--- config.mk ---
export PLATFORM = sky130hd
export DESIGN_NAME = sac_ctrl
export DESIGN_NICKNAME = d
export VERILOG_FILES = /design/src/core/sac_pkg.sv /design/src/core/sac_ctrl.sv /design/src/core/sac_steer.sv
export SDC_FILE = /design/constraint.sdc
export NUM_CORES = 1
export LEC_CHECK = 0
export BUFFER_PORTS_ARGS = -buffer_cell sky130_fd_sc_hd__buf_2
export CORE_MARGIN = 5
export CORE_UTILIZATION = 37
export CTS_CLUSTER_SIZE = 30
export DETAILED_ROUTE_END_ITERATION = 12
export PLACE_DENSITY = 0.59
export RECOVER_POWER = 25
export SYNTH_ARGS = -nofsm -noshare
export SYNTH_HDL_FRONTEND = slang
export SYNTH_HIERARCHICAL = 1
export SYNTH_SLANG_ARGS = --single-unit
export TNS_END_PERCENT = 5
--- constraint.sdc ---
create_clock -name clk_i -period 2.1 [get_ports clk_i]
set_clock_uncertainty 0.1 [all_clocks]
set_input_delay 0.315 -clock clk_i [delete_from_list [all_inputs] [get_ports clk_i]]
set_output_delay 0.315 -clock clk_i [all_outputs]
set_load 0.005 [all_outputs]
--- src/core/sac_pkg.sv ---
// Shared constants and types of the serial converter control block
package sac_pkg;

	// ==========================================================
	// Control byte layout, first bit received is bit 7 (start)
	// ==========================================================
	localparam logic [3:0] CTRL_BITS = 4'h8; // Bits in the control byte
	localparam logic [3:0] TRACK_BIT = 4'h5; // Tracking starts after this bit
	localparam logic [3:0] SEL_BITS_IN = 4'h3; // Bits held just before the last select bit
	localparam int SEL_LSB = 4; // Channel select field, three bits
	localparam int UNI_BIT = 3; // Unipolar when set
	localparam int SGL_BIT = 2; // Single-ended when set
	localparam int PD_LSB = 0; // Power mode field, two bits

	// ==========================================================
	// Conversion timing in serial clock periods, result width and channel count
	// ==========================================================
	localparam int CONV_PERIODS = 15; // Length of the conversion interval
	localparam int RES_BITS = 10; // Result width
	localparam int NUM_CH = 8; // Analog input channels

	// Even and odd channel masks, used to check pairing
	localparam logic [7:0] EVEN_CH_MASK = 8'h55;
	localparam logic [7:0] ODD_CH_MASK = 8'hAA;

	// ==========================================================
	// Sequencer states, one-hot
	// ==========================================================
	typedef enum logic [2:0]
	{
		ST_IDLE = 3'b001, // Waiting for the start bit
		ST_CTRL = 3'b010, // Shifting in the control byte
		ST_CONV = 3'b100 // Hold capacitor on the return node, deciding bits
	} sac_state_e;

endpackage : sac_pkg

--- src/core/sac_ctrl.sv ---
// Serial interface and successive-approximation sequencer of the converter
`timescale 1ns/10ps
// Notes on behaviour
// Serial input sampled on serial clock rise
// Serial input ignored unless chip select low
// Output and strobe released while deselected
// Result bit updated on serial clock rise
// Strobe high one period before MSB
// Shutdown low halts all conversion activity
// Serial clock paces the conversion steps
// Conversion interval lasts fifteen serial periods
// Host keeps serial clock duty 40-60%
// Single-ended: channel positive, ground reference negative
// Differential uses adjacent pairs only
// Acquire three periods, hold after last bit
// Conversion begins by switching to return node
// Each conversion yields a ten-bit result
// Leading zeros skipped, first one starts byte
// Track after fifth bit, hold after eighth
// Host gives twenty-four clocks per conversion
// Result leaves MSB first after strobe
module sac_ctrl
	import sac_pkg::*;
#(
	parameter int RES_W = RES_BITS,
	parameter int CONV_LEN = CONV_PERIODS
)
(
	input wire logic clk_i,
	input wire logic rst_b_i,
	input wire logic sclk_i,
	input wire logic cs_n_i,
	input wire logic din_i,
	input wire logic shutdown_n_i,
	input wire logic comp_i,
	output logic dout_o,
	output logic dout_oe_o,
	output logic conversion_strobe_o,
	output logic conversion_strobe_oe_o,
	output logic track_o,
	output logic hold_to_neg_o,
	output logic [NUM_CH-1:0] pos_sel_o,
	output logic [NUM_CH-1:0] neg_sel_o,
	output logic neg_ref_o,
	output logic [RES_W-1:0] dac_code_o,
	output logic unipolar_o,
	output logic [1:0] pd_mode_o,
	output logic [RES_W-1:0] result_o,
	output logic result_valid_o
);

	// ==========================================================
	// Parameter checks
	// ==========================================================
	localparam int CW = $clog2(CONV_LEN + 1); // Conversion counter width
	// Strobe period plus one period per decision must fit the interval
	if (RES_W < 2 || RES_W + 1 > CONV_LEN)
	begin : g_bad_len
		$error("sac_ctrl: result width does not fit the conversion interval");
	end

	// ==========================================================
	// Declarations
	// ==========================================================
	sac_state_e state; // Sequencer state
	sac_state_e next_state; // Next sequencer state
	logic sclk_q; // Serial clock one cycle ago
	logic [3:0] bit_cnt; // Control bits received, start bit included
	logic [7:0] shreg; // Control byte shift register
	logic [2:0] sel; // Channel select, frozen once complete
	logic [7:0] cfg; // Whole control byte, frozen at hold
	logic [CW-1:0] conv_cnt; // Serial rises seen in the conversion
	logic [RES_W-1:0] trial; // One-hot bit under trial
	logic [RES_W-1:0] code; // Approximation register

	// ==========================================================
	// Edge and condition decode
	// ==========================================================
	// No private oscillator: every step waits for a serial clock edge
	wire sclk_rise = sclk_i & ~sclk_q;
	wire sclk_fall = ~sclk_i & sclk_q;
	// Deselect or shutdown stops everything, din included
	wire abort = cs_n_i | ~shutdown_n_i;
	wire in_idle = (state == ST_IDLE);
	wire in_ctrl = (state == ST_CTRL);
	wire in_conv = (state == ST_CONV);
	// Leading zeros do nothing; the first one is the start bit
	wire start_seen = in_idle & sclk_rise & din_i;
	wire ctrl_shift = in_ctrl & sclk_rise;
	wire byte_done = in_ctrl & sclk_fall & (bit_cnt == CTRL_BITS);
	wire track_go = in_ctrl & sclk_fall & (bit_cnt == TRACK_BIT);
	wire conv_rise = in_conv & sclk_rise;
	wire strobe_go = conv_rise & (conv_cnt == '0);
	wire decide = conv_rise && conv_cnt != '0 && conv_cnt <= CW'(RES_W);
	wire conv_end = conv_rise & (conv_cnt == CW'(CONV_LEN - 1));
	// Keep the bit under trial only when the sample is above the DAC level
	wire [RES_W-1:0] next_code = (comp_i ? code : (code & ~trial)) | (trial >> 1);
	wire [RES_W-1:0] msb_one = {1'b1, {(RES_W-1){1'b0}}};

	// ==========================================================
	// Next state
	// ==========================================================
	always_comb
	begin
		next_state = state;
		unique case (state)
			ST_IDLE:
			begin
				if (start_seen)
					next_state = ST_CTRL;
			end
			ST_CTRL:
			begin
				if (byte_done)
					next_state = ST_CONV;
			end
			ST_CONV:
			begin
				if (conv_end)
					next_state = ST_IDLE;
			end
		endcase
		if (abort)
			next_state = ST_IDLE;
	end

	// ==========================================================
	// State, edge history and counters
	// ==========================================================
	always_ff @(posedge clk_i or negedge rst_b_i)
	begin
		if (!rst_b_i)
		begin
			state <= ST_IDLE;
			sclk_q <= 1'b0;
			bit_cnt <= 4'h0;
			conv_cnt <= '0;
		end
		else
		begin
			state <= next_state;
			sclk_q <= sclk_i;
			// Count control bits; cleared on abort, set to one by a fresh start
			if (abort || start_seen)
				bit_cnt <= {3'b000, start_seen & ~abort};
			else if (ctrl_shift)
				bit_cnt <= bit_cnt + 4'h1;
			// Conversion periods count from the hold edge
			if (abort || byte_done || conv_end)
				conv_cnt <= '0;
			else if (conv_rise)
				conv_cnt <= conv_cnt + CW'(1);
		end
	end

	// ==========================================================
	// Control byte capture
	// ==========================================================
	always_ff @(posedge clk_i or negedge rst_b_i)
	begin
		if (!rst_b_i)
		begin
			shreg <= 8'h00;
			sel <= 3'b000;
			cfg <= 8'h00;
		end
		else
		begin
			if (start_seen && !abort)
				shreg <= {7'h00, 1'b1};
			else if (ctrl_shift && !abort)
				shreg <= {shreg[6:0], din_i};
			// Select is known early so the right channel tracks
			if (ctrl_shift && !abort && bit_cnt == SEL_BITS_IN)
				sel <= {shreg[1:0], din_i};
			if (byte_done && !abort)
				cfg <= shreg;
		end
	end

	// ==========================================================
	// Track and hold switches
	// ==========================================================
	always_ff @(posedge clk_i or negedge rst_b_i)
	begin
		if (!rst_b_i)
			track_o <= 1'b0;
		else if (abort || byte_done)
			track_o <= 1'b0;
		else if (track_go)
			track_o <= 1'b1;
	end

	// Hold capacitor sits on the return node for the whole interval
	assign hold_to_neg_o = in_conv;

	// ==========================================================
	// Approximation and serial output
	// ==========================================================
	always_ff @(posedge clk_i or negedge rst_b_i)
	begin
		if (!rst_b_i)
		begin
			trial <= '0;
			code <= '0;
			dout_o <= 1'b0;
			conversion_strobe_o <= 1'b0;
		end
		else if (abort)
		begin
			// A deselect mid-conversion drops the partial result
			trial <= '0;
			code <= '0;
			dout_o <= 1'b0;
			conversion_strobe_o <= 1'b0;
		end
		else if (strobe_go)
		begin
			trial <= msb_one;
			code <= msb_one;
			conversion_strobe_o <= 1'b1;
		end
		else if (decide)
		begin
			trial <= trial >> 1;
			code <= next_code;
			dout_o <= comp_i;
			conversion_strobe_o <= 1'b0;
		end
		else if (conv_rise)
		begin
			dout_o <= 1'b0; // Trailing periods read as zero
		end
	end

	// ==========================================================
	// Result capture
	// ==========================================================
	always_ff @(posedge clk_i or negedge rst_b_i)
	begin
		if (!rst_b_i)
		begin
			result_o <= '0;
			result_valid_o <= 1'b0;
		end
		else
		begin
			result_valid_o <= conv_end & ~abort;
			if (conv_end && !abort)
				result_o <= code;
		end
	end

	// ==========================================================
	// Pins and analog controls
	// ==========================================================
	assign dout_oe_o = ~cs_n_i;
	assign conversion_strobe_oe_o = ~cs_n_i;
	assign dac_code_o = code;
	assign unipolar_o = cfg[UNI_BIT];
	assign pd_mode_o = cfg[PD_LSB +: 2];

	// Mode bit comes late, only needed once the return node is used
	sac_steer #(
		.NCH(NUM_CH)
	) u_steer (
		.sel_i(sel),
		.single_i(cfg[SGL_BIT]),
		.pos_sel_o(pos_sel_o),
		.neg_sel_o(neg_sel_o),
		.neg_ref_o(neg_ref_o)
	);
endmodule : sac_ctrl

--- src/core/sac_steer.sv ---
// Input multiplexer steering for the sample and return nodes
`timescale 1ns/10ps
module sac_steer
	import sac_pkg::*;
#(
	parameter int NCH = NUM_CH
)
(
	input wire logic [2:0] sel_i,
	input wire logic single_i,
	output logic [NCH-1:0] pos_sel_o,
	output logic [NCH-1:0] neg_sel_o,
	output logic neg_ref_o
);

	// ==========================================================
	// Decode
	// ==========================================================
	// Select code rotates: low two bits pick the pair, the top bit the odd member
	wire [2:0] pos_ch = {sel_i[1:0], sel_i[2]};
	// The partner of the pair sits on the return node in differential mode
	wire [2:0] neg_ch = {sel_i[1:0], ~sel_i[2]};

	// Elaboration check: the rotated decode only works for one bank of eight
	if (NCH != NUM_CH)
	begin : g_bad_nch
		$error("sac_steer: channel decode serves exactly eight inputs");
	end

	// One switch pair per channel
	genvar i;
	generate
		for (i = 0; i < NCH; i++)
		begin : g_ch
			assign pos_sel_o[i] = (pos_ch == 3'(i));
			assign neg_sel_o[i] = ~single_i & (neg_ch == 3'(i));
		end
	endgenerate

	// Single-ended return node is the ground reference input
	assign neg_ref_o = single_i;

endmodule : sac_steer

* Word-level counts from Yosys, hierarchy flattened
Cells that the tools add are included.
Cells by class: $add $sub $neg 2, order comparisons 1, eq/ne operators 25, multiplexer cells 27, bitwise operators 32, reduce and logical (&&, ||, !) cells 23
Operators with widths (number):
- 10-bit 2-to-1 mux | 7
- 3-bit == test, second input constant | 9
- 4-bit 2-to-1 mux | 6
- 1-bit AND | 21
- 3-bit by 2-bit == test with 1-bit output, second input constant | 5
- 3-bit 2-to-1 mux | 4
- 10-bit AND | 1
- 10-bit inverter | 1
- 10-bit by 9-bit bitwise OR with 10-bit output | 1
- 3-bit by 1-bit == test with 1-bit output, second input constant | 3
- 1-bit 2-to-1 mux | 9
- 3-bit by 2-bit != test with 1-bit output, second input constant | 3
- 3-bit one-hot mux with 3 select lines | 1
- 4-bit by 1-bit adder with 4-bit output, second input constant | 2
- 4-bit == test, second input constant | 2
- 2-bit nonzero test | 4
- 1-bit logical AND | 7
- 1-bit inverter | 7
- 3-bit logical NOT | 2
- 3-bit nonzero test | 2
- 4-bit by 2-bit == test with 1-bit output, second input constant | 1
- 4-bit by 3-bit == test with 1-bit output, second input constant | 1
- 4-bit less-or-equal comparator, second input constant | 1
- 4-bit logical NOT | 1
- other kinds (7) | 9
Word-level totals: register bits after elaboration 57

* Logic depth before layout (Yosys ltp)
Gate-level depths: netlist of the first run.
depth in word-level cells 8, mapped depth 8, gate-level depth less buffers 6

* Modules after synthesis
The synthesis of the first run kept the hierarchy.
By module, submodules not included:
- sac_ctrl | instances 1, cells an instance 235, area each 2586.2 um^2
- sac_steer | instances 1, cells an instance 20, area each 214.0 um^2

* Least setup slack after synthesis of the first run
No wires, ideal clock.
path kind register to register, start point register sclk_q, end point register result_o[0], library setup time 0.125 ns, arrival 1.766 ns, data required time 1.875 ns, path slack 0.109 ns, stages on the path, launching flop included 7, period minus slack after synthesis 1.991 ns, cells stage by stage dfrtp_1 > and2b_1 > buf_2 > nand4_1 > nor3_1 > buf_2 > mux2_2
On the way: cells in the longest elaborated chain, start to end 5
Ends and longest elaborated chain:
- start, declared | line sac_ctrl.sv:67 | logic sclk_q;
- start signal, assigned | line sac_ctrl.sv:142 | sclk_q <= sclk_i;
- 1-bit inverter | line sac_ctrl.sv:80 | wire sclk_rise = sclk_i & ~sclk_q;
- 1-bit AND | line sac_ctrl.sv:80
- 1-bit AND | line sac_ctrl.sv:92 | wire conv_rise = in_conv & sclk_rise;
- 1-bit AND | line sac_ctrl.sv:95 | wire conv_end = conv_rise & (conv_cnt == CW'(CONV_LEN - 1));
- 1-bit logical AND | line sac_ctrl.sv:249 | if (conv_end && !abort)
- end signal, assigned | line sac_ctrl.sv:250 | result_o <= code;
- end, declared | line sac_ctrl.sv:48 | output logic [RES_W-1:0] result_o,
No other way between the ends. A chain may end at the register's enable or synchronous reset.

* Final worst setup path of the first run
start point register sel[2], end point output port neg_sel_o[4]
On the way: cells in the longest elaborated chain, start to end 3
Ends and longest elaborated chain:
- start, declared | line sac_ctrl.sv:70 | logic [2:0] sel;
- start signal, assigned | line sac_ctrl.sv:175 | sel <= {shreg[1:0], din_i};
- 1-bit inverter | line sac_steer.sv:22 | wire [2:0] neg_ch = {sel_i[1:0], ~sel_i[2]};
- 3-bit == test | line sac_steer.sv:36 | assign neg_sel_o[i] = ~single_i & (neg_ch == 3'(i));
- 1-bit AND | line sac_steer.sv:36
- end, declared | line sac_ctrl.sv:43 | output logic [NUM_CH-1:0] neg_sel_o,
No other way between the ends.

==> out/summary.md, run 1 <==
TritonCTS built the clock tree. The fraction of layout cells with a size suffix above 1 is 33.8%. For the overall power, the log shows 1.76 mW.

Highest clock frequency the design can meet: 528 MHz. For this run, the number of Yosys warnings is 6. Measured along the x axis, the die boundary spans 97.0 µm.

The transition time at the pin with the least slew margin is 1230 ps. Clock-pin slew was measured on the worst setup and hold paths at 90 ps. CTS built an H-tree with a depth of 2. The repair_antennas step left the layout with diodes totalling 0.

In this run the critical register-to-register path is captured at sel[2]$_DFFE_PN0P_. The depth of the worst hold-timing path was 1. At the end of routability-driven placement, the weighted congestion stood at 0.809. For this run, the total global-route usage over all layers was measured as 12.5%. After synthesis, the share of flip-flops with an asynchronous set or reset is 100%.

The run finished with clean final reports. Number of endpoints failing setup at the final stage: 0. The final period demand of the worst path came out at 1890 ps. Setup total negative slack on the finished layout was measured at 0 ps.

For the number of hold-slack violations in the final timing report, the log shows 0. The net count after synthesis is 268. The routed length per instance is 14.0 µm. Fill cells in the final layout number 715. After detailed routing, the number of remaining DRC violations is 0. Entering global routing, the biggest net connects 57 pins. STA puts the critical path data required time at 1680 ps. Library cell used as clock root buffer: sky130_fd_sc_hd__clkbuf_8. The path with the worst hold slack has its endpoint at sclk_q$_DFF_PN0_. The tools report the origin of the critical flop-to-flop path as sclk_q$_DFF_PN0_. The top cell types in the final layout, fill and taps aside, are 55 x sky130_fd_sc_hd__dfrtp_1, 53 x sky130_fd_sc_hd__buf_2, 27 x sky130_fd_sc_hd__a21oi_1. Vertical extent of the die: 97.0 µm. Setup repair after global routing left no endpoint under its margin. The longest clock path from root to sink contains 2 buffers. The signed area change from the synthesized netlist to the final layout is 18.2%. The logs give 0 for the global route total overflow and 1480 ps for the arrival time of data at the critical path endpoint. In this run the tool buffered the top-level ports with 53 buffer cells. The class of the worst hold path is input port to register. The run gives 31 as the row count. The endpoint type of the worst setup path was an output port. The maximum fanout encountered on the critical timing path came out at 17.

The initial core utilization is 38.4%, and the final wirelength is 5840 µm. For the worst flop-to-flop path, the logic depth is 4. The tools report the number of slew-limit violations in the final report as 0.

The core region is 7290 µm². The main flop type after synthesis is sky130_fd_sc_hd__dfrtp_1. Register area share after synthesis: 50.1%.

Power spread over the standard cell area amounts to 530 nW/µm². The worst setup path is of the register to output port kind. The via count of the first global-routing pass is 2035, and the number of buffers added for setup after CTS is 0.

Die area: 9410 µm². The remaining max-slew budget at the tightest pin is 17.9%. Counting every sink on the clock net gives 56.

The tools report the leakage component of the power as 1.59 nW. The first detailed-routing pass took 4 iterations. The clock latency on the worst-skew pair came out at 300 ps. The post-synthesis sequential element count is 56, and the post-synthesis instance area is 2800 µm². The worst register-to-register path has a setup slack of 220 ps. After the last flow step, the layout net total stands at 329. After detailed routing, the number of vias per cell comes to 5.06. The number of antenna violations at the first check in global routing was 0. Buffers inserted during clock tree synthesis total 5. The number of flops mapped to enable cells by yosys was 0. The I/O pin total was 54; the via count of the routed design was 2103.

The library cell used most frequently in the layout, excluding fill and tap cells, is sky130_fd_sc_hd__dfrtp_1. The number of antenna-violating nets in the routed design is 0. Synthesis instantiated 46 different standard cells from the library. The mean cell area of the mapped netlist came out at 11.0 µm².

After the first detailed-routing iteration, the DRC count stood at 79. After layout, the worst path uses 90.2% of the clock period. The first global-routing pass estimated 9960 µm of wire.

The hold path startpoint was sclk_i. The startpoint class of the critical path was a register. The max-cap check violation count came out at 0. The worst-case IR drop observed on VDD is 0.000330 V.

Summed over all nets, the half-perimeter wirelength after detailed placement is 4180 µm. Synthesis produced 255 cells.
[area by class of cell]
class | count | area (µm²) | area share, %
sequential | 56 | 1400 | 42.4
multi-input combinational | 164 | 1230 | 37.1
timing repair buffer | 72 | 407 | 12.3
tap | 99 | 124 | 3.74
clock buffer | 7 | 76.3 | 2.31
inverter | 17 | 63.8 | 1.93
clock inverter | 1 | 8.76 | 0.265
[Yosys cell counts, types with 2 or more instances]
master	count	area, µm²
sky130_fd_sc_hd__a21oi_1	27	135
sky130_fd_sc_hd__a31oi_1	2	12.5
sky130_fd_sc_hd__and3_1	2	12.5
sky130_fd_sc_hd__and3b_1	3	26.3
sky130_fd_sc_hd__buf_2	3	15.0
sky130_fd_sc_hd__buf_4	4	30.0
sky130_fd_sc_hd__buf_6	3	33.8
sky130_fd_sc_hd__clkbuf_1	8	30.0
sky130_fd_sc_hd__dfrtp_1	55	1380
sky130_fd_sc_hd__ha_1	6	75.1
sky130_fd_sc_hd__inv_1	17	63.8
sky130_fd_sc_hd__mux2_2	15	169
sky130_fd_sc_hd__mux2_4	3	45.0
sky130_fd_sc_hd__mux2i_1	3	30.0
sky130_fd_sc_hd__nand2_1	11	41.3
sky130_fd_sc_hd__nand2b_1	3	18.8
sky130_fd_sc_hd__nand3_1	15	75.1
sky130_fd_sc_hd__nand4_1	3	18.8
sky130_fd_sc_hd__nand4b_1	2	17.5
sky130_fd_sc_hd__nor2_1	7	26.3
sky130_fd_sc_hd__nor2b_1	6	37.5
sky130_fd_sc_hd__nor3_1	2	10.0
sky130_fd_sc_hd__nor3b_2	3	37.5
sky130_fd_sc_hd__nor4b_2	3	45.0
sky130_fd_sc_hd__nor4bb_1	5	50.1
sky130_fd_sc_hd__o21ai_0	13	65.1
sky130_fd_sc_hd__o41ai_1	10	87.6
sky130_fd_sc_hd__xor2_1	3	26.3
[how the worst max path moves through the flow]
stage | start | endpoint | slack (ps) | depth (start not counted)
6_report | sel[2]$_DFFE_PN0P_ | neg_sel_o[4] | 210 | 2
5_1_grt | sel[2]$_DFFE_PN0P_ | neg_sel_o[2] | 40 | 2
4_1_cts | sclk_q$_DFF_PN0_ | result_o[6]$_DFFE_PN0P_ | 120 | 5
3_5_place_dp | sclk_i | result_o[6]$_DFFE_PN0P_ | 150 | 6
3_3_place_gp | sclk_i | result_o[5]$_DFFE_PN0P_ | 180 | 6
2_1_floorplan | sclk_q$_DFF_PN0_ | result_o[0]$_DFFE_PN0P_ | 110 | 6
[report_power, final]
part | switching [mW] | total [mW] | internal [mW] | leakage [nW]
logic | 0.0527 | 0.0794 | 0.0267 | 0.775
registers | 0.00782 | 1.09 | 1.09 | 0.775
clock network | 0.342 | 0.582 | 0.239 | 0.0424
[flip-flops by register name, summed over array words and instances (netlist names)]
signal and flops:
sel 3, sclk_q 1, result_valid_o 1, dout_o 1, result_o 10, shreg 4
track_o 1, bit_cnt 4, trial 9, dac_code_o 10, cfg 4, state 3
conversion_strobe_o 1, conv_cnt 4
[what timing repair did]
item	CTS	global route
setup endpoints to repair	0	16
resized for setup	0	2
hold buffers	1	0
hold endpoints to repair	55	0
[per-stage QoR]
stage | std cells | hold slack [ps] | area [µm²] | util, % | setup WS, ps
2_1_floorplan | 255 | -80.6 | 2800 | - | 109
3_3_place_gp | 407 | 236 | 3230 | 44.3 | 178
3_5_place_dp | 407 | 236 | 3230 | 44.3 | 145
4_1_cts | 416 | 35.2 | 3320 | 45.6 | 116
5_1_grt | 416 | 40.4 | 3310 | 45.4 | 41.1
6_report | 416 | 59.9 | 3310 | 45.4 | 205
[critical path: stages, from the launching register on]
cell and delay, ps:
sky130_fd_sc_hd__dfrtp_1 680, sky130_fd_sc_hd__nor4bb_1 340, sky130_fd_sc_hd__buf_2 160
[logic make-up after synthesis]
family	Yosys count	synth area share (%)
AO/OA/AOI/OAI	58	12.4
XOR/XNOR	4	1.25
adder cells (fa/ha/maj)	6	2.68
buffers and inverters	35	6.17
flip-flops	56	50.1
multiplexers	21	8.71
AND/OR/NAND/NOR	75	18.7
[routing by layer]
metal | wire length [µm] | track usage, % | vias to the layer above
li1 | - | - | 1036
met1 | 2840 | 17.3 | 1011
met2 | 2660 | 19.4 | 51
met3 | 266 | 2.95 | 5
met4 | 72 | 3.89 | 0
met5 | 0 | 0 | -
(Power assumes the default switching activity.)
==> inputs of run 2 (changes only) <==
clock period = 1.7 ns   (was 2.1 ns; I/O delays follow)
==> run 2 against run 1 <==
The run now ends with negative setup slack left. Core utilization grew 5.5 points. Flip-flop and latch count is the same. Via count grew 3.9%. Die area is the same. Clock-buffer cell count shrank 2. Sequential share of layout area shrank 4.5 points. Combinational power grew 56%. Power grew 26%.
==> out/summary.md, run 2 (synthesized netlist as in run 1, its figures left out) <==
The most common library cell in the layout ignoring fill and taps was sky130_fd_sc_hd__dfrtp_1. The tools report the origin of the worst setup path as sclk_q$_DFF_PN0_. The number of hold-slack violations in the final timing report is 0, and the area used by sequential logic in the layout is 1410 µm².

The global-route wire length before repair is 10800 µm, and the minimum setup slack among reg-to-reg paths is -150 ps. The die is 97.0 µm tall. The final worst-path cycle share is 109%, and the maximum fanout encountered on the critical timing path is 6. In this run the remaining antenna-violating nets after routing total 0. The final period demand of the worst path came out at 1850 ps. TritonCTS built the clock tree. The library cells used most frequently in the layout, excluding fill and tap cells, are 53 x sky130_fd_sc_hd__dfrtp_1, 52 x sky130_fd_sc_hd__buf_2, 31 x sky130_fd_sc_hd__buf_4. The buffer levels on the longest clock path is 2. Clock-pin slew was measured on the worst setup and hold paths at 100 ps. The post-route netlist has 44.8% of its cells at a drive strength greater than 1.

Global routing consumed, on the met1 layer, 19.0% of the routing resources. The tools report the worst setup slack after layout as -148 ps. Dividing total power by cell area gives a power density of 596 nW/µm². The class of the worst hold path is input port to register. The worst register-to-register path ends at result_o[5]$_DFFE_PN0P_. Summing over every cut layer, the via total after detailed routing is 2185. The setup path with the least slack is of type register to register.

The later pin in the worst-skew pair is clocked with a latency of 310 ps. The finished cells cover 3710 µm². The checks that failed: negative setup slack. The via count normalized by instance count was 5.01. The run gives -1740 ps as the setup total negative slack.

For this design, the sink count on the clock tree is 56. The number of slew-limit violations in the final report is 0, and the total number of nets in the final design is 349. Setup violations remaining at the end of the flow were counted as 20. The worst pin sits at a relative slew slack of 49.2%. Before antenna repair, the detailed router went through 4 iterations. The number of buffers added by the clock tree synthesis step was 5; the final hold slack was 137 ps. The H-tree level count is 2, and the met2 capacity usage during global routing is 20.3%.

The tools report the total inserted antenna cells as 0. Number of buffers inserted by port buffering: 53. The congestion estimate from routability-driven global placement came to 0.827.

The library cell used as clock root buffer is sky130_fd_sc_hd__clkbuf_8. The core region area was 7290 µm²; the transition time at the pin with the least slew margin was 762 ps. The floorplan has 31 rows. The arrival time of data at the critical path endpoint was 1950 ps. Global routing consumed, on the met3 layer, 3.60% of the routing resources.

Once placement finished, the instance area stood at 3390 µm². The flow ran to the end, but the final reports show violations. Global routing used 13.4% of the available tracks.

Setup repair after global routing could not meet its margin everywhere. Remaining routing DRC violations: 0. STA puts the critical path data required time at 1800 ps. Summing all multi-input logic gate instances after layout gives 1420 µm². Highest clock frequency the design can meet: 541 MHz.

The destination of the critical timing path was result_o[5]$_DFFE_PN0P_. Signed area change from the synthesized netlist to the final layout: 32.5%. The run gives 0 as the global route total overflow. The number of antenna violations at the first check in global routing came out at 0. The number of design-rule violations left by the first detailed-router iteration is 152. In the final routed layout, each cell accounts on average for 14.7 µm. STA classifies the critical path startpoint as a register.

Wires add up to 6430 µm. For this design the top-level I/O count stands at 54. Max-cap violations in this run came to 0. The die area is 9410 µm², and the die width is 97.0 µm. The logs give 2173 for the via count of the first global-routing pass and 1.74 nW for the leakage component of the power. STA classifies the critical path endpoint as a register. The hold path startpoint is sclk_i.

The pin count of the biggest net entering global routing came out at 57. The busiest layer in global routing is met2. After filler insertion, the fill cell instance count of the layout stands at 693. Counting instances, the worst hold path has a depth of 2. The initial core utilization was 38.4%. Once detailed placement completed, the half-perimeter wirelength came to 4380 µm. The depth of the most critical reg-to-reg path is 5.

IR analysis of the VDD net gives a maximum drop of 0.000273 V. In this run the critical register-to-register path is launched from sclk_q$_DFF_PN0_.
==> run 2: worst max-delay path, stage by stage (launching register included) <==
cell and delay, ps:
sky130_fd_sc_hd__dfrtp_1 380, sky130_fd_sc_hd__and2b_2 290, sky130_fd_sc_hd__nand4_1 200, sky130_fd_sc_hd__nor3_4 260
sky130_fd_sc_hd__buf_6 210, sky130_fd_sc_hd__mux2_4 310
==> run 2: worst min-delay path by stage <==
stage	end	slack (ps)
2_1_floorplan	bit_cnt[0]$_DFFE_PN0P_	-140
3_3_place_gp	result_valid_o$_DFF_PN0_	180
3_5_place_dp	result_valid_o$_DFF_PN0_	180
4_1_cts	sclk_q$_DFF_PN0_	90
5_1_grt	sclk_q$_DFF_PN0_	140
6_report	sclk_q$_DFF_PN0_	140
==> run 2: layout make-up <==
type	instances	share of cell area [%]
multi-input combinational	164	38.3
clock inverter	3	0.573
inverter	17	1.72
timing repair buffer	92	16.4
tap	99	3.34
clock buffer	5	1.85
sequential	56	37.9
==> run 2: what timing repair did <==
| item | 4_1_cts | 5_1_grt |
|---|---|---|
| endpoints found under the setup margin | 42 | 60 |
| gates resized for setup | 28 | 19 |
| hold buffers | 1 | 0 |
| cloned | 0 | 1 |
| setup buffers | 0 | 1 |
| hold endpoints to repair | 55 | 0 |
| pin swaps | 0 | 3 |
==> run 2: per-stage QoR <==
step                      setup WS, ps  power [mW]  utilization [%]  cells
after CTS                         -128        2.24             49.7    434
after global routing              -191        2.31             50.9    436
after floorplan                   -240        1.42                -    255
after global placement            -131        1.49             46.5    425
after detailed placement          -166        1.50             46.5    425
final                             -148        2.21             50.9    436
==> run 2: report_power, final <==
group	internal (mW)	switching, mW	leakage, nW
sequential	1.34	0.00976	0.772
clock	0.294	0.445	0.0445
combinational	0.0476	0.0763	0.922
==> run 2: routing by layer <==
| layer | part of all wire (%) | vias up |
|---|---|---|
| met5 | 0 | - |
| met4 | 1.0 | 0 |
| met3 | 5.4 | 5 |
| met2 | 46 | 52 |
| met1 | 48 | 1059 |
| li1 | - | 1069 |
